## config.mk

```make
export PLATFORM = sky130hd
export DESIGN_NAME = acs_sequencer
export DESIGN_NICKNAME = d
export VERILOG_FILES = /design/src/acs_pkg.sv /design/src/acs_clk_if.sv /design/src/acs_clock_gen.sv /design/src/acs_sequencer.sv
export VERILOG_INCLUDE_DIRS = /design/src
export SDC_FILE = /design/constraint.sdc
export NUM_CORES = 1
export LEC_CHECK = 0
export CORE_ASPECT_RATIO = 0.5
export CORE_UTILIZATION = 55
export CTS_BUF_LIST = sky130_fd_sc_hd__clkbuf_4
export DETAILED_ROUTE_END_ITERATION = 12
export DONT_BUFFER_PORTS = 1
export MAX_ROUTING_LAYER = met4
export PLACE_DENSITY = 0.67
export SETUP_SLACK_MARGIN = 0.5
export SLEW_MARGIN = 25
export SYNTH_ARGS = -nofsm -noshare
export SYNTH_HDL_FRONTEND = slang
export SYNTH_SLANG_ARGS = --single-unit
```

## constraint.sdc

```tcl
create_clock -name ref_clk -period 8.15 [get_ports ref_clk]
set_input_delay 0.4075 -clock ref_clk [delete_from_list [all_inputs] [get_ports ref_clk]]
set_output_delay 0.4075 -clock ref_clk [all_outputs]
set_load 0.01 [all_outputs]
```

## src/acs_map.svh

```systemverilog
// field positions, reset values and timing counts of the conversion sequencer
`ifndef ACS_MAP_SVH
`define ACS_MAP_SVH

// control one fields
`define ACS_C1_IRQ_EN_BIT 6
`define ACS_C1_CONT_BIT 5
`define ACS_C1_CHAN_MSB 4
`define ACS_C1_CHAN_LSB 0
// control two fields
`define ACS_C2_HWTRIG_BIT 6
`define ACS_C2_CMP_EN_BIT 5
`define ACS_C2_CMP_GT_BIT 4
// config fields
`define ACS_CFG_LP_BIT 7
`define ACS_CFG_DIV_MSB 6
`define ACS_CFG_DIV_LSB 5
`define ACS_CFG_LSMP_BIT 4
`define ACS_CFG_MODE_MSB 3
`define ACS_CFG_MODE_LSB 2
`define ACS_CFG_SRC_MSB 1
`define ACS_CFG_SRC_LSB 0

// reset values and the channel-off code
`define ACS_CHAN_RESET 5'h1F
`define ACS_CHAN_OFF 5'h1F
`define ACS_BYTE_RESET 8'h00
`define ACS_CV_RESET 12'h000

// timing
`define ACS_REF_CLK_NS 100
`define ACS_ASYNC_STARTUP_NS 5000
`define ACS_ASYNC_STARTUP_CYC (`ACS_ASYNC_STARTUP_NS / `ACS_REF_CLK_NS)
`define ACS_SAMPLE_SHORT_TICKS 5'h04
`define ACS_SAMPLE_LONG_TICKS 5'h18
`define ACS_ASYNC_DIV 8'h04
`define ACS_TOP_BIT_WIDE 4'hB
`define ACS_TOP_BIT_NARROW 4'h8

`endif

```

## src/acs_pkg.sv

```systemverilog
// types shared by the conversion sequencer modules
package acs_pkg;

    typedef enum logic [3:0] {
        ACS_IDLE    = 4'b0001,
        ACS_WARMUP  = 4'b0010,
        ACS_SAMPLE  = 4'b0100,
        ACS_CONVERT = 4'b1000
    } acs_state_t;

    typedef enum logic [1:0] {
        ACS_MODE_8  = 2'b00,
        ACS_MODE_12 = 2'b01,
        ACS_MODE_10 = 2'b10,
        ACS_MODE_RSV = 2'b11
    } acs_mode_t;

    typedef enum logic [1:0] {
        ACS_SRC_BUS   = 2'b00,
        ACS_SRC_BUS2  = 2'b01,
        ACS_SRC_ALT   = 2'b10,
        ACS_SRC_ASYNC = 2'b11
    } acs_src_t;

endpackage

```

## src/acs_clk_if.sv

```systemverilog
// sequencer to clock generator link
`timescale 1ns/1ps
interface acs_clk_if;
    import acs_pkg::*;
    logic run;
    acs_src_t source_sel;
    logic [1:0] divide_sel;
    logic alt_edge;
    logic tick;
    logic async_on;

    modport gen (input run, input source_sel, input divide_sel, input alt_edge, output tick, output async_on);
    modport seq (output run, output source_sel, output divide_sel, output alt_edge, input tick, input async_on);
endinterface

```

## src/acs_clock_gen.sv

```systemverilog
// converter clock tick generator
`timescale 1ns/1ps
`include "acs_map.svh"
module acs_clock_gen
    import acs_pkg::*;
(
    // clock and reset
    input wire logic ref_clk,
    input wire logic rst,
    input wire logic ce,
    // link to sequencer
    acs_clk_if.gen cif
);
    logic [7:0] async_cnt_reg;
    logic half_reg;
    logic [2:0] div_cnt_reg;
    logic tick_reg;
    logic async_on_reg;
    logic src_pulse;

    wire async_wrap = (async_cnt_reg == (`ACS_ASYNC_DIV - 8'h01));
    wire [2:0] div_mask = 3'((4'h1 << cif.divide_sel) - 4'h1);
    wire async_want = cif.run && (cif.source_sel == ACS_SRC_ASYNC);

    always_comb begin
        unique case (cif.source_sel)
            ACS_SRC_BUS: src_pulse = 1'b1;
            ACS_SRC_BUS2: src_pulse = half_reg;
            ACS_SRC_ALT: src_pulse = cif.alt_edge;
            ACS_SRC_ASYNC: src_pulse = async_wrap && async_on_reg;
        endcase
    end

    always_ff @(posedge ref_clk or posedge rst) begin
        if (rst) begin
            async_cnt_reg <= 8'h00;
            half_reg <= 1'b0;
            async_on_reg <= 1'b0;
        end else if (ce) begin
            async_on_reg <= async_want;
            half_reg <= cif.run ? ~half_reg : 1'b0;
            async_cnt_reg <= (async_on_reg && !async_wrap) ? async_cnt_reg + 8'h01 : 8'h00;
        end
    end

    always_ff @(posedge ref_clk or posedge rst) begin
        if (rst) begin
            div_cnt_reg <= 3'h0;
            tick_reg <= 1'b0;
        end else if (ce) begin
            if (!cif.run) begin
                div_cnt_reg <= 3'h0;
                tick_reg <= 1'b0;
            end else if (src_pulse) begin
                div_cnt_reg <= (div_cnt_reg == div_mask) ? 3'h0 : div_cnt_reg + 3'h1;
                tick_reg <= (div_cnt_reg == div_mask);
            end else begin
                tick_reg <= 1'b0;
            end
        end
    end

    assign cif.tick = tick_reg;
    assign cif.async_on = async_on_reg;
endmodule

```

## src/acs_sequencer.sv

```systemverilog
// conversion sequencer of a successive-approximation converter
`timescale 1ns/1ps
`include "acs_map.svh"
// Function
// sw trigger: control one write starts unless channel all ones
// hw trigger selected: each trigger starts
// continuous restarts after each transfer
// transfer sets flag, irq if enabled
// 12/10-bit: pending high read blocks transfer
// blocked restarts, except single compare-false
// no result reads during single conversion
// control one write aborts, restarts unless channel all ones
// control two, config, compare writes abort
// reset, or stop without async clock, aborts
// abort keeps result; reset clears it
// idle until started; async clock only then
// sample 3.5 or 23.5 clocks, then approximate
// first conversion at most 20/23/40/43 clocks plus bus
// later continuous at most 17/20/37/40 clocks
// continuous sample timing needs fast bus clock
// compare adds negated value; selector picks >= or <
// compare true stores the difference
// compare false: flag clear, no transfer
// wait: conversion completes; trigger or continuous starts
// wait completion sets flag, wakes by irq
// bus, half bus, async clock usable in wait
// converter off in reset and channel all ones
// hw trigger on rising edge; ignored while busy
// round to 10 bits, or 8 bits low byte only
// fourth clock choice is the async clock
module acs_sequencer
    import acs_pkg::*;
(
    // clock, reset, enable
    input wire logic ref_clk,
    input wire logic rst,
    input wire logic ce,
    // control writes, shared data byte
    input wire logic [7:0] ctl_wdata,
    input wire logic conv_control_one_wr,
    input wire logic conv_control_two_wr,
    input wire logic conv_config_wr,
    input wire logic compare_value_high_wr,
    input wire logic compare_value_low_wr,
    // result reads
    input wire logic result_high_rd,
    input wire logic result_low_rd,
    // chip mode and pins
    input wire logic stop_mode,
    input wire logic hw_trigger_input,
    input wire logic alternate_clock,
    // analog side
    input wire logic comp_above,
    output logic sample_enable,
    output logic [11:0] dac_code,
    output logic converter_enable,
    output logic low_power_bias,
    output logic internal_async_clock_enable,
    // status
    output logic [7:0] result_high,
    output logic [7:0] result_low,
    output logic complete_flag,
    output logic conv_active,
    output logic conv_irq
);
    acs_clk_if cif ();

    // control state
    logic [4:0] channel_select_reg;
    logic complete_irq_enable_reg;
    logic continuous_enable_reg;
    logic hw_trigger_select_reg;
    logic compare_enable_reg;
    logic compare_greater_select_reg;
    logic low_power_select_reg;
    logic [1:0] clock_divide_select_reg;
    logic long_sample_select_reg;
    acs_mode_t mode_reg;
    acs_src_t clock_source_select_reg;
    logic [11:0] compare_value_reg;

    // sequencing state
    acs_state_t state_reg;
    acs_state_t state_next;
    logic [5:0] warm_cnt_reg;
    logic [4:0] sample_cnt_reg;
    logic [3:0] bit_idx_reg;
    logic [11:0] dac_code_reg;
    logic high_pending_reg;
    logic [7:0] result_high_reg;
    logic [7:0] result_low_reg;
    logic complete_flag_reg;
    logic irq_reg;
    logic sample_en_reg;
    logic conv_enable_reg;
    logic lp_bias_reg;
    logic active_reg;

    // pin synchronisers: hw trigger and alternate clock
    logic [1:0] pin_in;
    logic [1:0] pin_s1_reg;
    logic [1:0] pin_s2_reg;
    logic [1:0] pin_s3_reg;
    logic [1:0] pin_filt_reg;
    logic [1:0] pin_prev_reg;
    logic [1:0] pin_rise;

    assign pin_in = {alternate_clock, hw_trigger_input};

    genvar gi;
    generate
        for (gi = 0; gi < 2; gi = gi + 1) begin : g_pin
            always_ff @(posedge ref_clk or posedge rst) begin
                if (rst) begin
                    pin_s1_reg[gi] <= 1'b0;
                    pin_s2_reg[gi] <= 1'b0;
                    pin_s3_reg[gi] <= 1'b0;
                    pin_filt_reg[gi] <= 1'b0;
                    pin_prev_reg[gi] <= 1'b0;
                end else if (ce) begin
                    pin_s1_reg[gi] <= pin_in[gi];
                    pin_s2_reg[gi] <= pin_s1_reg[gi];
                    pin_s3_reg[gi] <= pin_s2_reg[gi];
                    if (pin_s2_reg[gi] == pin_s3_reg[gi]) begin
                        pin_filt_reg[gi] <= pin_s3_reg[gi];
                    end
                    pin_prev_reg[gi] <= pin_filt_reg[gi];
                end
            end
            assign pin_rise[gi] = pin_filt_reg[gi] && !pin_prev_reg[gi];
        end
    endgenerate

    // decode of the writes
    wire [4:0] wr_channel = ctl_wdata[`ACS_C1_CHAN_MSB:`ACS_C1_CHAN_LSB];
    wire wr_channel_valid = (wr_channel != `ACS_CHAN_OFF);
    wire cv_wr = compare_value_high_wr || compare_value_low_wr;
    wire mode_wr = conv_control_two_wr || conv_config_wr || cv_wr;
    wire async_sel = (clock_source_select_reg == ACS_SRC_ASYNC);
    wire stop_abort = stop_mode && !async_sel;
    wire chan_off = (channel_select_reg == `ACS_CHAN_OFF);
    wire idle = (state_reg == ACS_IDLE);
    wire narrow = (mode_reg == ACS_MODE_8);

    // starts
    wire sw_start = conv_control_one_wr && !hw_trigger_select_reg && wr_channel_valid; // see R1
    wire hw_start = hw_trigger_select_reg && pin_rise[0] && idle && !chan_off && !stop_abort; // see R2
    wire abort_any = conv_control_one_wr || mode_wr || stop_abort; // see R9
    wire start_any = sw_start || (hw_start && !abort_any);
    acs_state_t first_state;
    assign first_state = async_sel ? ACS_WARMUP : ACS_SAMPLE;

    // sample length and approximation width
    wire [4:0] sample_len = long_sample_select_reg ? `ACS_SAMPLE_LONG_TICKS : `ACS_SAMPLE_SHORT_TICKS;
    wire [3:0] top_bit = narrow ? `ACS_TOP_BIT_NARROW : `ACS_TOP_BIT_WIDE;
    wire [5:0] warm_len = 6'(`ACS_ASYNC_STARTUP_CYC);
    wire tick = cif.tick;
    wire sample_done = (state_reg == ACS_SAMPLE) && tick && (sample_cnt_reg == sample_len - 5'h01);
    wire conv_done = (state_reg == ACS_CONVERT) && tick && (bit_idx_reg == 4'h0);

    // final code with the last decision folded in
    wire [11:0] final_code = {dac_code_reg[11:1], dac_code_reg[0] && comp_above};
    wire [12:0] round10_sum = {1'b0, final_code} + 13'h0002;
    wire [9:0] round10 = round10_sum[12] ? 10'h3FF : round10_sum[11:2];
    wire [9:0] round8_sum = {1'b0, final_code[8:0]} + 10'h001;
    wire [7:0] round8 = round8_sum[9] ? 8'hFF : round8_sum[8:1];

    logic [11:0] conv_value;
    always_comb begin
        unique case (mode_reg)
            ACS_MODE_8: conv_value = {4'h0, round8};
            ACS_MODE_10: conv_value = {2'h0, round10};
            default: conv_value = final_code;
        endcase
    end

    // compare: result plus two's complement of compare value
    wire [12:0] cmp_sum = {1'b0, conv_value} + {1'b1, ~compare_value_reg} + 13'h0001;
    wire cmp_ge = !cmp_sum[12];
    wire cmp_true = compare_greater_select_reg ? cmp_ge : !cmp_ge;
    wire cmp_fail = compare_enable_reg && !cmp_true;
    wire [11:0] xfer_value = compare_enable_reg ? cmp_sum[11:0] : conv_value;
    wire blocked = !narrow && high_pending_reg;
    wire do_xfer = conv_done && !cmp_fail && !blocked; // see R4
    wire again = conv_done && (cmp_fail ? continuous_enable_reg : (blocked || continuous_enable_reg)); // see R3

    // next state
    always_comb begin
        state_next = state_reg;
        if (stop_abort) begin
            state_next = ACS_IDLE;
        end else if (start_any) begin
            state_next = first_state;
        end else if (abort_any) begin
            state_next = ACS_IDLE; // see R8
        end else begin
            unique case (state_reg)
                ACS_IDLE: state_next = ACS_IDLE;
                ACS_WARMUP: begin
                    if (warm_cnt_reg == warm_len - 6'h01) begin
                        state_next = ACS_SAMPLE;
                    end
                end
                ACS_SAMPLE: begin
                    if (sample_done) begin
                        state_next = ACS_CONVERT;
                    end
                end
                ACS_CONVERT: begin
                    if (conv_done) begin
                        state_next = again ? ACS_SAMPLE : ACS_IDLE; // see R15 see R16
                    end
                end
                default: state_next = ACS_IDLE;
            endcase
        end
    end

    // control registers
    always_ff @(posedge ref_clk or posedge rst) begin
        if (rst) begin
            channel_select_reg <= `ACS_CHAN_RESET;
            complete_irq_enable_reg <= 1'b0;
            continuous_enable_reg <= 1'b0;
        end else if (ce && conv_control_one_wr) begin
            channel_select_reg <= wr_channel;
            complete_irq_enable_reg <= ctl_wdata[`ACS_C1_IRQ_EN_BIT];
            continuous_enable_reg <= ctl_wdata[`ACS_C1_CONT_BIT];
        end
    end

    always_ff @(posedge ref_clk or posedge rst) begin
        if (rst) begin
            hw_trigger_select_reg <= 1'b0;
            compare_enable_reg <= 1'b0;
            compare_greater_select_reg <= 1'b0;
        end else if (ce && conv_control_two_wr) begin
            hw_trigger_select_reg <= ctl_wdata[`ACS_C2_HWTRIG_BIT];
            compare_enable_reg <= ctl_wdata[`ACS_C2_CMP_EN_BIT];
            compare_greater_select_reg <= ctl_wdata[`ACS_C2_CMP_GT_BIT];
        end
    end

    always_ff @(posedge ref_clk or posedge rst) begin
        if (rst) begin
            low_power_select_reg <= 1'b0;
            clock_divide_select_reg <= 2'h0;
            long_sample_select_reg <= 1'b0;
            mode_reg <= ACS_MODE_8;
            clock_source_select_reg <= ACS_SRC_BUS;
        end else if (ce && conv_config_wr) begin
            low_power_select_reg <= ctl_wdata[`ACS_CFG_LP_BIT];
            clock_divide_select_reg <= ctl_wdata[`ACS_CFG_DIV_MSB:`ACS_CFG_DIV_LSB];
            long_sample_select_reg <= ctl_wdata[`ACS_CFG_LSMP_BIT];
            mode_reg <= acs_mode_t'(ctl_wdata[`ACS_CFG_MODE_MSB:`ACS_CFG_MODE_LSB]);
            clock_source_select_reg <= acs_src_t'(ctl_wdata[`ACS_CFG_SRC_MSB:`ACS_CFG_SRC_LSB]);
        end
    end

    always_ff @(posedge ref_clk or posedge rst) begin
        if (rst) begin
            compare_value_reg <= `ACS_CV_RESET;
        end else if (ce) begin
            if (compare_value_high_wr) begin
                compare_value_reg[11:8] <= ctl_wdata[3:0];
            end
            if (compare_value_low_wr) begin
                compare_value_reg[7:0] <= ctl_wdata;
            end
        end
    end

    // sequencing counters and approximation register
    always_ff @(posedge ref_clk or posedge rst) begin
        if (rst) begin
            state_reg <= ACS_IDLE;
            warm_cnt_reg <= 6'h00;
            sample_cnt_reg <= 5'h00;
        end else if (ce) begin
            state_reg <= state_next;
            warm_cnt_reg <= (state_next == ACS_WARMUP && state_reg == ACS_WARMUP) ? warm_cnt_reg + 6'h01 : 6'h00;
            if (state_next != ACS_SAMPLE || state_reg != ACS_SAMPLE) begin
                sample_cnt_reg <= 5'h00;
            end else if (tick) begin
                sample_cnt_reg <= sample_cnt_reg + 5'h01;
            end
        end
    end

    always_ff @(posedge ref_clk or posedge rst) begin
        if (rst) begin
            bit_idx_reg <= 4'h0;
            dac_code_reg <= 12'h000;
        end else if (ce) begin
            if (state_next == ACS_CONVERT && state_reg != ACS_CONVERT) begin
                bit_idx_reg <= top_bit;
                dac_code_reg <= 12'(12'h001 << top_bit);
            end else if (state_reg == ACS_CONVERT && tick && bit_idx_reg != 4'h0) begin
                bit_idx_reg <= bit_idx_reg - 4'h1;
                dac_code_reg <= (comp_above ? dac_code_reg : (dac_code_reg & ~(12'(12'h001 << bit_idx_reg))))
                    | 12'(12'h001 << (bit_idx_reg - 4'h1));
            end
        end
    end

    // results, blocking and completion flag
    always_ff @(posedge ref_clk or posedge rst) begin
        if (rst) begin
            result_high_reg <= `ACS_BYTE_RESET;
            result_low_reg <= `ACS_BYTE_RESET;
        end else if (ce && do_xfer) begin
            result_low_reg <= xfer_value[7:0];
            if (!narrow) begin
                result_high_reg <= {4'h0, xfer_value[11:8]};
            end
        end
    end

    always_ff @(posedge ref_clk or posedge rst) begin
        if (rst) begin
            high_pending_reg <= 1'b0;
            complete_flag_reg <= 1'b0;
            irq_reg <= 1'b0;
        end else if (ce) begin
            if (result_low_rd) begin
                high_pending_reg <= 1'b0;
            end else if (result_high_rd && !narrow) begin
                high_pending_reg <= 1'b1; // see R5
            end
            if (do_xfer) begin
                complete_flag_reg <= 1'b1;
            end else if (conv_control_one_wr || result_low_rd) begin
                complete_flag_reg <= 1'b0;
            end
            irq_reg <= (do_xfer || (complete_flag_reg && !conv_control_one_wr && !result_low_rd))
                && complete_irq_enable_reg;
        end
    end

    // analog side controls
    always_ff @(posedge ref_clk or posedge rst) begin
        if (rst) begin
            sample_en_reg <= 1'b0;
            conv_enable_reg <= 1'b0;
            lp_bias_reg <= 1'b0;
            active_reg <= 1'b0;
        end else if (ce) begin
            active_reg <= (state_next != ACS_IDLE);
            sample_en_reg <= (state_next == ACS_SAMPLE);
            conv_enable_reg <= (state_next != ACS_IDLE) && !chan_off;
            lp_bias_reg <= low_power_select_reg && (state_next != ACS_IDLE);
        end
    end

    // clock generator link: running whenever the sequencer is not idle (warmup, sample, convert)
    assign cif.run = !idle; // see R12
    assign cif.source_sel = clock_source_select_reg;
    assign cif.divide_sel = clock_divide_select_reg;
    assign cif.alt_edge = pin_rise[1];

    acs_clock_gen u_clock_gen (
        .ref_clk(ref_clk),
        .rst(rst),
        .ce(ce),
        .cif(cif)
    );

    assign sample_enable = sample_en_reg;
    assign dac_code = dac_code_reg;
    assign converter_enable = conv_enable_reg;
    assign low_power_bias = lp_bias_reg;
    assign internal_async_clock_enable = cif.async_on;
    assign result_high = result_high_reg;
    assign result_low = result_low_reg;
    assign complete_flag = complete_flag_reg;
    assign conv_active = active_reg;
    assign conv_irq = irq_reg;
endmodule

```

==> flow_metrics.py, run 1 <==
metrics = {
    "status": {
        "status": "finished clean",
    },
    "detailed_routing": {
        "drt_first_iter_violations": 395,
        "detail_route.wirelength_mm": 15.8,
        "detail_route.vias_per_cell": 6.13,
        "route.detailed.wl_per_inst_microns": 18.7,
        "dr_wl_met3_microns": 815,
        "vias_after_detailed_routing": 5178,
        "postRouteAntennaNets": 0,
        "met1Wirelength_mm": 7.74,
        "highest-signal-layer": "met4",
        "post-route-drc-count": 0,
        "first_pass_iters": 5,
        "met2_length_mm": 7.07,
    },
    "yosys": {
        "number_of_library_cell_types_mapped_by_synthesis": 87,
        "yosys_warnings": 0,
        "synthTopCellsByCount": "sky130_fd_sc_hd__dfrtp_1, sky130_fd_sc_hd__nand2_1, sky130_fd_sc_hd__inv_1, sky130_fd_sc_hd__nor2_1, sky130_fd_sc_hd__mux2_2",
        "number_of_flops_mapped_to_enable_cells_by_yosys": 0,
        "biggest_area_consumer_among_synthesized_cells": "sky130_fd_sc_hd__dfrtp_1",
        "synthCells": 682,
        "synth_sequential_area_ratio_pct": 39.9,
        "most_area_consuming_cells_after_synthesis": "sky130_fd_sc_hd__dfrtp_1, sky130_fd_sc_hd__mux2_2, sky130_fd_sc_hd__ha_1, sky130_fd_sc_hd__nand2_1, sky130_fd_sc_hd__a21oi_1",
        "syn_avg_cell_area_sq_um": 9.59,
        "asyncSetResetFlopFracSynth_pct": 100,
        "syn-cell-area_sq_um": 6540,
        "synth_ff_type": "sky130_fd_sc_hd__dfrtp_1",
        "ys_seq_elements": 104,
        "synth.most_common_cell": "sky130_fd_sc_hd__dfrtp_1",
        "yosys.area.top_type_share_pct": 37.5,
    },
    "clock_network": {
        "clock_latency_on_the_worst_skew_pair_ps": 500,
        "cts_buffers": 9,
        "cts.clk_slew.worst_paths_ps": 190,
        "cts_num_sinks": 104,
        "clock_tree.root_cell": "sky130_fd_sc_hd__clkbuf_4",
        "post_cts.repair.setup_buffers": 0,
        "cts-root-to-sink-buffers": 2,
        "cts.htree.levels": 3,
        "tritoncts": "done",
    },
    "grt": {
        "grt_pass1_wl_mm": 25.8,
        "grt_antenna_before_repair": 0,
        "overflow": 0,
        "global_route.usage.total_pct": 28.1,
        "grt_start_max_net_pins": 75,
        "grt_pass1_vias": 4873,
    },
    "floorplan": {
        "core.rowCount": 27,
        "chipHeight_microns": 79.1,
        "top_level_ports": 57,
        "initial_core_utilization_pct": 57.9,
        "design.die.area_sq_um": 12400,
        "die_w_microns": 156,
        "floorplan.core_area_sq_um": 11300,
    },
    "power": {
        "intPower_uw": 777,
        "power.share.sequential_pct": 52.1,
        "share_comb_of_total_power_pct": 24.0,
        "power_switching_share_pct": 35.2,
        "p_clk_share_pct": 23.8,
        "power.static_leakage_uw": 0.00305,
        "maximum_vdd_drop_mv": 0.0797,
        "power.switching_uw": 423,
        "cellPowerDensity_nw_per_um2": 174,
    },
    "place": {
        "placement.io_buffers": 0,
        "worst_setup_timing_slack_at_the_placement_stage_ps": 4280,
        "dpl.hpwl_mm": 11.2,
        "finalWeightedCongestion": 0.912,
    },
    "timing": {
        "hold_viol": 0,
        "rsz0062_at_grt": "no",
        "final.setup.tns_ps": 0,
        "timing.fmax_mhz": 254,
        "shortest_period_the_worst_path_allows_ps": 3930,
        "number_of_failing_setup_endpoints_in_the_final_timing_report": 0,
        "report.final.slew_viol_count": 0,
        "finalCritPeriodShare_pct": 48.2,
        "hold_ws_ps": 53.0,
        "max_slew_margin_pct": 46.9,
        "finClkSkew_ps": 27.2,
        "tightest_slew_ps": 790,
        "layout_setup_ws_ps": 4220,
    },
    "critical_path": {
        "critPathRequiredTime_ps": 8530,
        "crit_arrival_ps": 4310,
        "path_max_fanout": 10,
        "crit_type": "reg2reg",
        "setup.worst_path.start_class": "flop",
        "timing.critical_path.to_type": "flop",
    },
    "flow_run": {
        "max_cap_viol_count": 0,
    },
    "finish": {
        "nets": 729,
        "antenna_cells": 0,
        "layout-drive-gt1-share_pct": 13.0,
        "area_delta_synth_final_pct": 5.53,
    },
    "worst_hold_path": {
        "hold_path_class": "in2reg",
    },
}
==> cells by family after synthesis <==
group | share of synthesized area, %
other | 0.0574
adder cells (fa/ha/maj) | 5.09
AO/OA/AOI/OAI | 19.5
multiplexers | 10.3
AND/OR/NAND/NOR | 17.4
flip-flops | 39.9
XOR/XNOR | 2.95
buffers and inverters | 4.77
==> worst paths after layout <==
| kind | start | endpoint | slack [ps] | depth (start not counted) |
|---|---|---|---|---|
| max | dac_code[2] | result_low[7] | 4220 | 11 |
| min | ctl_wdata[5] | compare_value_reg[5] | 50 | 1 |
| max reg2reg | dac_code[2] | result_low[7] | 4220 | 11 |
| min reg2reg | compare_value_reg[10] | compare_value_reg[10] | 530 | 1 |
| max in group asynchronous | rst | result_low[5] | 6760 | 3 |
| min in group asynchronous | rst | sample_cnt_reg[3] | 360 | 2 |
==> final cells by class <==
cell class / instances / area, sq um
Fill cell: 994 / 4380
Multi-Input combinational cell: 507 / 3630
Clock buffer: 9 / 67.6
Timing Repair Buffer: 13 / 126
Sequential cell: 104 / 2610
Tap cell: 159 / 199
Clock inverter: 7 / 93.8
Inverter: 46 / 175
==> layout by cell type (no fill, tap or decap), types with 5 or more instances in the layout <==
cell type and instances:
sky130_fd_sc_hd__o211ai_1 6, sky130_fd_sc_hd__dfstp_2 6, sky130_fd_sc_hd__nor2_1 45, sky130_fd_sc_hd__xnor2_1 18
sky130_fd_sc_hd__nand2_1 58, sky130_fd_sc_hd__a22oi_1 6, sky130_fd_sc_hd__o21ai_1 13, sky130_fd_sc_hd__a22o_1 7
sky130_fd_sc_hd__a21o_1 10, sky130_fd_sc_hd__clkbuf_4 9, sky130_fd_sc_hd__nor2b_1 9, sky130_fd_sc_hd__a31oi_1 6
sky130_fd_sc_hd__and2_1 7, sky130_fd_sc_hd__nand2b_1 6, sky130_fd_sc_hd__nand4_1 11, sky130_fd_sc_hd__mux2i_1 7
sky130_fd_sc_hd__inv_1 44, sky130_fd_sc_hd__or3_1 5, sky130_fd_sc_hd__and3_1 12, sky130_fd_sc_hd__o31ai_1 9
sky130_fd_sc_hd__mux2_1 8, sky130_fd_sc_hd__o21ai_0 25, sky130_fd_sc_hd__nand3_1 20, sky130_fd_sc_hd__dfrtp_1 98
sky130_fd_sc_hd__dlygate4sd3_1 10, sky130_fd_sc_hd__o2bb2ai_1 11, sky130_fd_sc_hd__nor3_1 18, sky130_fd_sc_hd__a21oi_1 36
sky130_fd_sc_hd__mux2_2 41, sky130_fd_sc_hd__ha_1 25
==> stage by stage <==
step           cell area (sq um)  util (%)  cells  total power, uW
2_1_floorplan               6550         -    685              856
3_3_place_gp                6630      58.8    819              905
3_5_place_dp                6630      58.8    819              915
4_1_cts                     6830      60.5    838             1200
5_1_grt                     6900      61.1    845             1270
6_report                    6900      61.1    845             1200
==> critical path: stages, from the launching register on <==
cell and delay, ps:
sky130_fd_sc_hd__dfrtp_1 620, sky130_fd_sc_hd__nand2_1 220, sky130_fd_sc_hd__nor4_1 410, sky130_fd_sc_hd__nor2_1 170, sky130_fd_sc_hd__a221oi_1 430, sky130_fd_sc_hd__ha_1 380
sky130_fd_sc_hd__a211oi_2 280, sky130_fd_sc_hd__o21bai_2 150, sky130_fd_sc_hd__o31a_4 330, sky130_fd_sc_hd__mux2i_4 250, sky130_fd_sc_hd__nand3_4 210, sky130_fd_sc_hd__mux2_1 350
==> layer usage <==
metal  GRT usage [%]  vias to the layer above
met4            6.86                        0
met1            38.9                     2530
met2            42.4                      135
met5               -                        -
met3            5.95                       14
li1                -                     2499
==> power groups by stage <==
stage	sequential [uW]	clock [uW]	combinational, uW
2_1_floorplan	609	0	246
3_3_place_gp	631	0	274
3_5_place_dp	634	0	280
4_1_cts	625	295	285
5_1_grt	634	314	325
6_report	626	286	288
==> repair_timing <==
action | in CTS | in global routing
hold buffers | 3 | 7
gates resized for setup | 0 | 0
endpoints found under the hold margin | 44 | 11
(Power assumes the default switching activity.)
==> run 2: changes to the inputs <==
--- a/config.mk
+++ b/config.mk
@@ -12,7 +12,7 @@
 export DETAILED_ROUTE_END_ITERATION = 12
 export DONT_BUFFER_PORTS = 1
 export MAX_ROUTING_LAYER = met4
-export PLACE_DENSITY = 0.67
+export PLACE_DENSITY = 0.7
 export SETUP_SLACK_MARGIN = 0.5
 export SLEW_MARGIN = 25
 export SYNTH_ARGS = -nofsm -noshare
==> constraint.sdc (replaced) <==
create_clock -name ref_clk -period 3.3 [get_ports ref_clk]
set_input_delay 0.165 -clock ref_clk [delete_from_list [all_inputs] [get_ports ref_clk]]
set_output_delay 0.165 -clock ref_clk [all_outputs]
set_load 0.01 [all_outputs]
==> flow_metrics.py, run 2 (synthesis results as in run 1) <==
metrics = {
    "clock_network": {
        "cts.clk_slew.worst_paths_ps": 170,
        "cts_buffers": 9,
        "clock_latency_on_the_worst_skew_pair_ps": 490,
        "cts.htree.levels": 3,
        "cts-root-to-sink-buffers": 2,
        "cts_num_sinks": 104,
        "tritoncts": "done",
        "clock_tree.root_cell": "sky130_fd_sc_hd__clkbuf_4",
    },
    "finish": {
        "most_used_cells_in_the_layout_excluding_fill_and_tap_cells": "sky130_fd_sc_hd__dfrtp_1, sky130_fd_sc_hd__buf_4, sky130_fd_sc_hd__nand2_1",
        "antenna_cells": 0,
        "area_delta_synth_final_pct": 24.9,
        "nets": 835,
        "fillCellCount": 826,
        "layout-drive-gt1-share_pct": 29.3,
        "final_common_cell": "sky130_fd_sc_hd__dfrtp_1",
        "final_design_area_no_fill_sq_um": 8160,
    },
    "grt": {
        "grt_antenna_before_repair": 0,
        "grt_start_max_net_pins": 61,
        "overflow": 0,
        "global_route.usage.total_pct": 29.6,
        "grt_pass1_wl_mm": 27.4,
        "grt_pass1_vias": 5352,
    },
    "timing": {
        "finalCritPeriodShare_pct": 101,
        "report.final.slew_viol_count": 0,
        "rsz0062_at_grt": "yes",
        "layout_setup_ws_ps": -22.2,
        "timing.fmax_mhz": 301,
        "number_of_failing_setup_endpoints_in_the_final_timing_report": 7,
        "hold_viol": 0,
        "tightest_slew_ps": 772,
        "max_slew_margin_pct": 48.5,
        "shortest_period_the_worst_path_allows_ps": 3320,
        "finClkSkew_ps": 23.9,
    },
    "power": {
        "cellPowerDensity_nw_per_um2": 390,
        "power.static_leakage_uw": 0.00364,
        "maximum_vdd_drop_mv": 0.244,
        "total_power_uw": 3190,
    },
    "detailed_routing": {
        "detail_route.vias_per_cell": 6.03,
        "route.detailed.wl_per_inst_microns": 18.3,
        "vias_after_detailed_routing": 5737,
        "postRouteAntennaNets": 0,
        "post-route-drc-count": 0,
        "first_pass_iters": 5,
        "detail_route.wirelength_mm": 17.4,
        "drt_first_iter_violations": 482,
    },
    "critical_path": {
        "path_max_fanout": 8,
        "regToRegEndpoint": "result_low[3]",
        "crit_arrival_ps": 3710,
        "cp.buffers_inverters": 2,
        "timing.critical_path.mode_cell": "sky130_fd_sc_hd__ha_4",
        "critPathRequiredTime_ps": 3690,
        "worstPathCellList": "buf_6 > ha_4 > a22oi_2 > and3_4 > ha_4 > inv_2 > fa_2 > a211oi_4 > o21bai_2 > o31a_4 > mux2i_4 > nand3_4 > mux2_4",
        "r2r-start": "dac_code[1]",
        "reg2reg_depth": 13,
        "regToRegSetupSlack_ps": -20,
        "timing.critical_path.to_type": "flop",
        "timing.critical_path.max_delay_family": "compound AO/OA/AOI/OAI gates",
        "setup.worst_path.start_class": "flop",
        "timing.critical_path.slowest_cell_delay_ps": 480,
        "crit_type": "reg2reg",
        "cpMaxStageDelayCell": "sky130_fd_sc_hd__dfrtp_2",
    },
    "floorplan": {
        "core.rowCount": 27,
        "chipHeight_microns": 79.1,
        "design.die.area_sq_um": 12400,
        "initial_core_utilization_pct": 57.9,
        "top_level_ports": 57,
        "floorplan.core_area_sq_um": 11300,
        "die_w_microns": 156,
    },
    "worst_hold_path": {
        "min_to": "dac_code[9]",
        "hold_path_class": "in2reg",
        "hold_path_startpoint": "comp_above",
        "min_path_cells": 4,
    },
    "status": {
        "failed_checks": "negative setup slack",
        "status": "complete, but fails checks",
    },
    "place": {
        "placement.cell_area_sq_um": 7270,
        "finalWeightedCongestion": 0.924,
        "dpl.hpwl_mm": 11.8,
        "placement.io_buffers": 0,
    },
    "flow_run": {
        "max_cap_viol_count": 0,
    },
}
==> run 2: cell types whose count changed in the layout (fill, tap and decap cells not counted), moves of 5 or more <==
cell / before / now
sky130_fd_sc_hd__buf_4: 2 / 82
sky130_fd_sc_hd__dlygate4sd3_1: 10 / 29
sky130_fd_sc_hd__buf_6: 1 / 6
sky130_fd_sc_hd__dfrtp_2: 0 / 9
sky130_fd_sc_hd__ha_1: 25 / 20
sky130_fd_sc_hd__dfrtp_1: 98 / 89
sky130_fd_sc_hd__mux2_4: 2 / 9
sky130_fd_sc_hd__mux2_1: 8 / 1
==> run 2: tightest hold or removal path, stage by stage <==
cell,delay (ps)
sky130_fd_sc_hd__nor3_1,50
sky130_fd_sc_hd__a21oi_1,140
sky130_fd_sc_hd__o21ai_1,70
sky130_fd_sc_hd__nand2_1,50
==> run 2: per-layer routing <==
layer / vias up / global-route usage (%) / routed length (microns)
met2: 188 / 46.8 / 8210
met4: 0 / 6.67 / 282
met3: 29 / 5.95 / 967
met1: 2804 / 39.4 / 7990
li1: 2716 / - / -
met5: - / - / 0
==> run 2: worst max path at each step <==
stage	depth (start not counted)	slack [ps]	to	startpoint
floorplan	14	80	result_low[3]	dac_code[0]
global placement	12	10	result_low[3]	dac_code[2]
detailed placement	15	-60	result_low[5]	dac_code[1]
CTS	15	10	result_low[5]	dac_code[1]
global route	12	-170	result_low[5]	dac_code[1]
finish	13	-20	result_low[3]	dac_code[1]
==> run 2: layout make-up <==
cell class	instances	area, sq um	share of cell area [%]
tap	159	199	2.44
timing repair buffer	119	1010	12.4
clock buffer	9	67.6	0.828
clock inverter	7	73.8	0.904
multi-input combinational	507	4010	49.1
sequential	104	2620	32.1
inverter	46	176	2.16
==> run 2: power by group <==
group          switching (uW)  internal [uW]
registers                 134           1410
logic                     501            485
clock network             485            177
total                    1120           2070
==> run 2: timing repair <==
item / in CTS / in global routing
buffers inserted: 7 / 10
setup endpoints to repair: 20 / 20
endpoints found under the hold margin: 182 / 1
pin swaps: 8 / 21
hold buffers: 27 / 3
resized for setup: 25 / 30
==> run 2: through the flow <==
step           utilization [%]  setup slack [ps]  instances  hold WS (ps)  TNS, ps
2_1_floorplan                -              75.6        685           255        0
3_3_place_gp              64.5              12.9        888           247        0
3_5_place_dp              64.5             -64.1        888           251     -393
4_1_cts                   69.7              12.2        938          2.76        0
5_1_grt                   72.3              -166        951          42.7    -2050
6_report                  72.3             -22.2        951          38.4     -122
==> run 3: changes to the inputs <==
--- a/config.mk
+++ b/config.mk
@@ -6,6 +6,7 @@
 export SDC_FILE = /design/constraint.sdc
 export NUM_CORES = 1
 export LEC_CHECK = 0
+export ABC_AREA = 1
 export CORE_ASPECT_RATIO = 0.5
 export CORE_UTILIZATION = 55
 export CTS_BUF_LIST = sky130_fd_sc_hd__clkbuf_4
==> flow_metrics.py, run 3 <==
metrics = {
    "worst_hold_path": {
        "min_to": "state_reg[3]",
        "min_path_cells": 5,
        "hold_path_startpoint": "conv_control_one_wr",
        "hold_path_class": "in2reg",
    },
    "floorplan": {
        "core.rowCount": 26,
        "design.die.area_sq_um": 11700,
        "die_w_microns": 152,
        "chipHeight_microns": 77.0,
        "floorplan.core_area_sq_um": 10600,
        "top_level_ports": 57,
        "initial_core_utilization_pct": 58.5,
    },
    "timing": {
        "tightest_slew_ps": 819,
        "hold_viol": 0,
        "timing.fmax_mhz": 298,
        "layout_setup_ws_ps": -60.1,
        "hold_ws_ps": 51.8,
        "rsz0062_at_grt": "yes",
        "shortest_period_the_worst_path_allows_ps": 3360,
        "report.final.slew_viol_count": 0,
        "finClkSkew_ps": 17.9,
        "number_of_failing_setup_endpoints_in_the_final_timing_report": 6,
        "finalCritPeriodShare_pct": 102,
        "max_slew_margin_pct": 45.3,
    },
    "critical_path": {
        "r2r-start": "dac_code[1]",
        "regToRegSetupSlack_ps": -60,
        "timing.critical_path.max_delay_family": "simple AND/OR/NAND/NOR gates",
        "worstPathCellList": "ha_4 > nand3_4 > nor2_4 > nand4_1 > nand2_2 > inv_4 > a221oi_4 > ha_4 > a21oi_2 > nand2_2 > nand3_2 > nand4_1 > nand3_2 > nand3_2 > nand3_2 > nand2_1 > nand2_2 > nand4_1 > nand2_2 > nand2_1 > nand2_1",
        "cp.buffers_inverters": 1,
        "critPathRequiredTime_ps": 3730,
        "timing.critical_path.to_type": "flop",
        "path_max_fanout": 6,
        "crit_type": "reg2reg",
        "crit_arrival_ps": 3790,
        "timing.critical_path.slowest_cell_delay_ps": 460,
        "cpMaxStageDelayCell": "sky130_fd_sc_hd__dfrtp_2",
        "crit_path_start": "dac_code[1]",
        "regToRegEndpoint": "sample_cnt_reg[3]",
        "setup.worst_path.start_class": "flop",
        "reg2reg_depth": 21,
    },
    "yosys": {
        "syn-cell-area_sq_um": 6180,
        "asyncSetResetFlopFracSynth_pct": 100,
        "syn_avg_cell_area_sq_um": 7.74,
        "synth_sequential_area_ratio_pct": 42.2,
        "number_of_flops_mapped_to_enable_cells_by_yosys": 0,
        "yosys.area.top_type_share_pct": 39.7,
        "ys_seq_elements": 104,
        "synth_ff_type": "sky130_fd_sc_hd__dfrtp_1",
        "number_of_library_cell_types_mapped_by_synthesis": 49,
        "biggest_area_consumer_among_synthesized_cells": "sky130_fd_sc_hd__dfrtp_1",
        "synthTopCellsByCount": "sky130_fd_sc_hd__nand2_1, sky130_fd_sc_hd__dfrtp_1, sky130_fd_sc_hd__inv_1, sky130_fd_sc_hd__o21ai_0, sky130_fd_sc_hd__nor2_1",
        "synth.most_common_cell": "sky130_fd_sc_hd__nand2_1",
        "most_area_consuming_cells_after_synthesis": "sky130_fd_sc_hd__dfrtp_1, sky130_fd_sc_hd__nand2_1, sky130_fd_sc_hd__o21ai_0, sky130_fd_sc_hd__inv_1, sky130_fd_sc_hd__ha_1",
        "synthCells": 799,
        "yosys_warnings": 0,
    },
    "finish": {
        "layout-drive-gt1-share_pct": 19.3,
        "multi_input_logic_area_sq_um": 3400,
        "area_delta_synth_final_pct": 20.1,
        "nets": 908,
        "most_used_cells_in_the_layout_excluding_fill_and_tap_cells": "sky130_fd_sc_hd__nand2_1, sky130_fd_sc_hd__dfrtp_1, sky130_fd_sc_hd__inv_1",
        "antenna_cells": 0,
        "fillCellCount": 857,
        "seq_area_sq_um": 2620,
        "final_common_cell": "sky130_fd_sc_hd__nand2_1",
    },
    "clock_network": {
        "cts_num_sinks": 104,
        "cts.clk_slew.worst_paths_ps": 180,
        "clock_latency_on_the_worst_skew_pair_ps": 480,
        "cts-root-to-sink-buffers": 2,
        "cts.htree.levels": 3,
        "cts_buffers": 9,
        "clock_tree.root_cell": "sky130_fd_sc_hd__clkbuf_4",
        "tritoncts": "done",
    },
    "detailed_routing": {
        "detail_route.wirelength_mm": 15.9,
        "first_pass_iters": 9,
        "drt_first_iter_violations": 397,
        "post-route-drc-count": 5,
        "route.detailed.wl_per_inst_microns": 15.8,
        "postRouteAntennaNets": 0,
        "detail_route.vias_per_cell": 5.57,
        "vias_after_detailed_routing": 5597,
    },
    "grt": {
        "grt_pass1_wl_mm": 26.3,
        "global_route.usage.total_pct": 29.3,
        "overflow": 0,
        "grt_start_max_net_pins": 58,
        "grt_antenna_before_repair": 0,
        "grt_pass1_vias": 5314,
    },
    "power": {
        "maximum_vdd_drop_mv": 0.221,
        "cellPowerDensity_nw_per_um2": 416,
        "power.static_leakage_uw": 0.00346,
    },
    "place": {
        "dpl.hpwl_mm": 11.5,
        "finalWeightedCongestion": 0.951,
        "worst_setup_timing_slack_at_the_placement_stage_ps": -30.0,
        "placement.io_buffers": 0,
    },
    "flow_run": {
        "max_cap_viol_count": 0,
    },
    "status": {
        "failed_checks": "design-rule violations, negative setup slack",
        "status": "complete, but fails checks",
    },
}
run 3: changes by cell type in the layout (fill, tap and decap cells not counted), sizes merged, moves of 9 or more:
cell / before / now
dlygate4sd3: 29 / 19
xor2: 4 / 18
and3: 12 / 1
o21ai: 38 / 84
a21o: 10 / 1
buf: 90 / 56
nor2b: 9 / 0
mux2: 51 / 1
inv: 47 / 104
o2bb2ai: 11 / 0
nand2: 59 / 198
nand3: 22 / 49
nor2: 45 / 63
a21oi: 36 / 27
run 3: worst min-delay path, cell delays in order:
cell	delay, ps
sky130_fd_sc_hd__nor4_4	40
sky130_fd_sc_hd__nand2_1	80
sky130_fd_sc_hd__nor2_1	90
sky130_fd_sc_hd__nand2_1	60
sky130_fd_sc_hd__o21ai_0	80
run 3: worst max-delay path by stage:
stage / endpoint / slack [ps] / cells past startpoint
after floorplan: sample_cnt_reg[2] / 300 / 22
after global placement: sample_cnt_reg[2] / 30 / 25
after detailed placement: sample_cnt_reg[3] / -30 / 25
after CTS: sample_cnt_reg[3] / 60 / 21
after global routing: sample_cnt_reg[1] / -300 / 22
final: sample_cnt_reg[3] / -60 / 21
run 3: per-stage QoR:
stage	instance area, sq um	util [%]	setup TNS, ps	std cells	power [uW]
after floorplan	6370	-	0	802	2000
after global placement	6660	63.0	0	952	2180
after detailed placement	6680	63.2	-78.9	953	2200
after CTS	7200	68.1	0	996	2990
after global routing	7430	70.2	-3400	1005	3260
final	7430	70.2	-264	1005	3090
run 3: cell families after synthesis:
kind of cell | count (synthesis) | synth area share (%)
adder cells (fa/ha/maj) | 26 | 5.38
AO/OA/AOI/OAI | 161 | 15.2
flip-flops | 104 | 42.2
other | 1 | 0.0606
XOR/XNOR | 29 | 4.11
AND/OR/NAND/NOR | 344 | 23.8
buffers and inverters | 130 | 8.54
multiplexers | 4 | 0.668
run 3: repair_timing:
item / in CTS / in global routing
buffers inserted: 6 / 9
resized for setup: 25 / 28
hold buffers: 20 / 0
hold endpoints to repair: 170 / 0
endpoints found under the setup margin: 25 / 39
pin swaps: 24 / 24
gates cloned: 1 / 0
run 3: area by class of cell:
class / instances / area share (%)
well taps: 140 / 2.36
clock inverters: 7 / 1.21
multi-input cells: 568 / 45.8
repair buffers: 75 / 9.20
clock buffers: 9 / 0.910
inverters: 102 / 5.27
flip-flops and latches: 104 / 35.2
run 3: metal layers:
layer  track usage, %  part of all wire [%]  up-vias
li1                 -                     -     2744
met2             45.6                    45      164
met4             4.80                  0.70        0
met1             40.7                    48     2679
met5                -                     0        -
met3             5.48                   6.2       10
run 3: where the power goes:
part	switching [uW]	total, uW	internal (uW)
sequential	84.6	1460	1370
combinational	520	898	377
clock	483	737	254
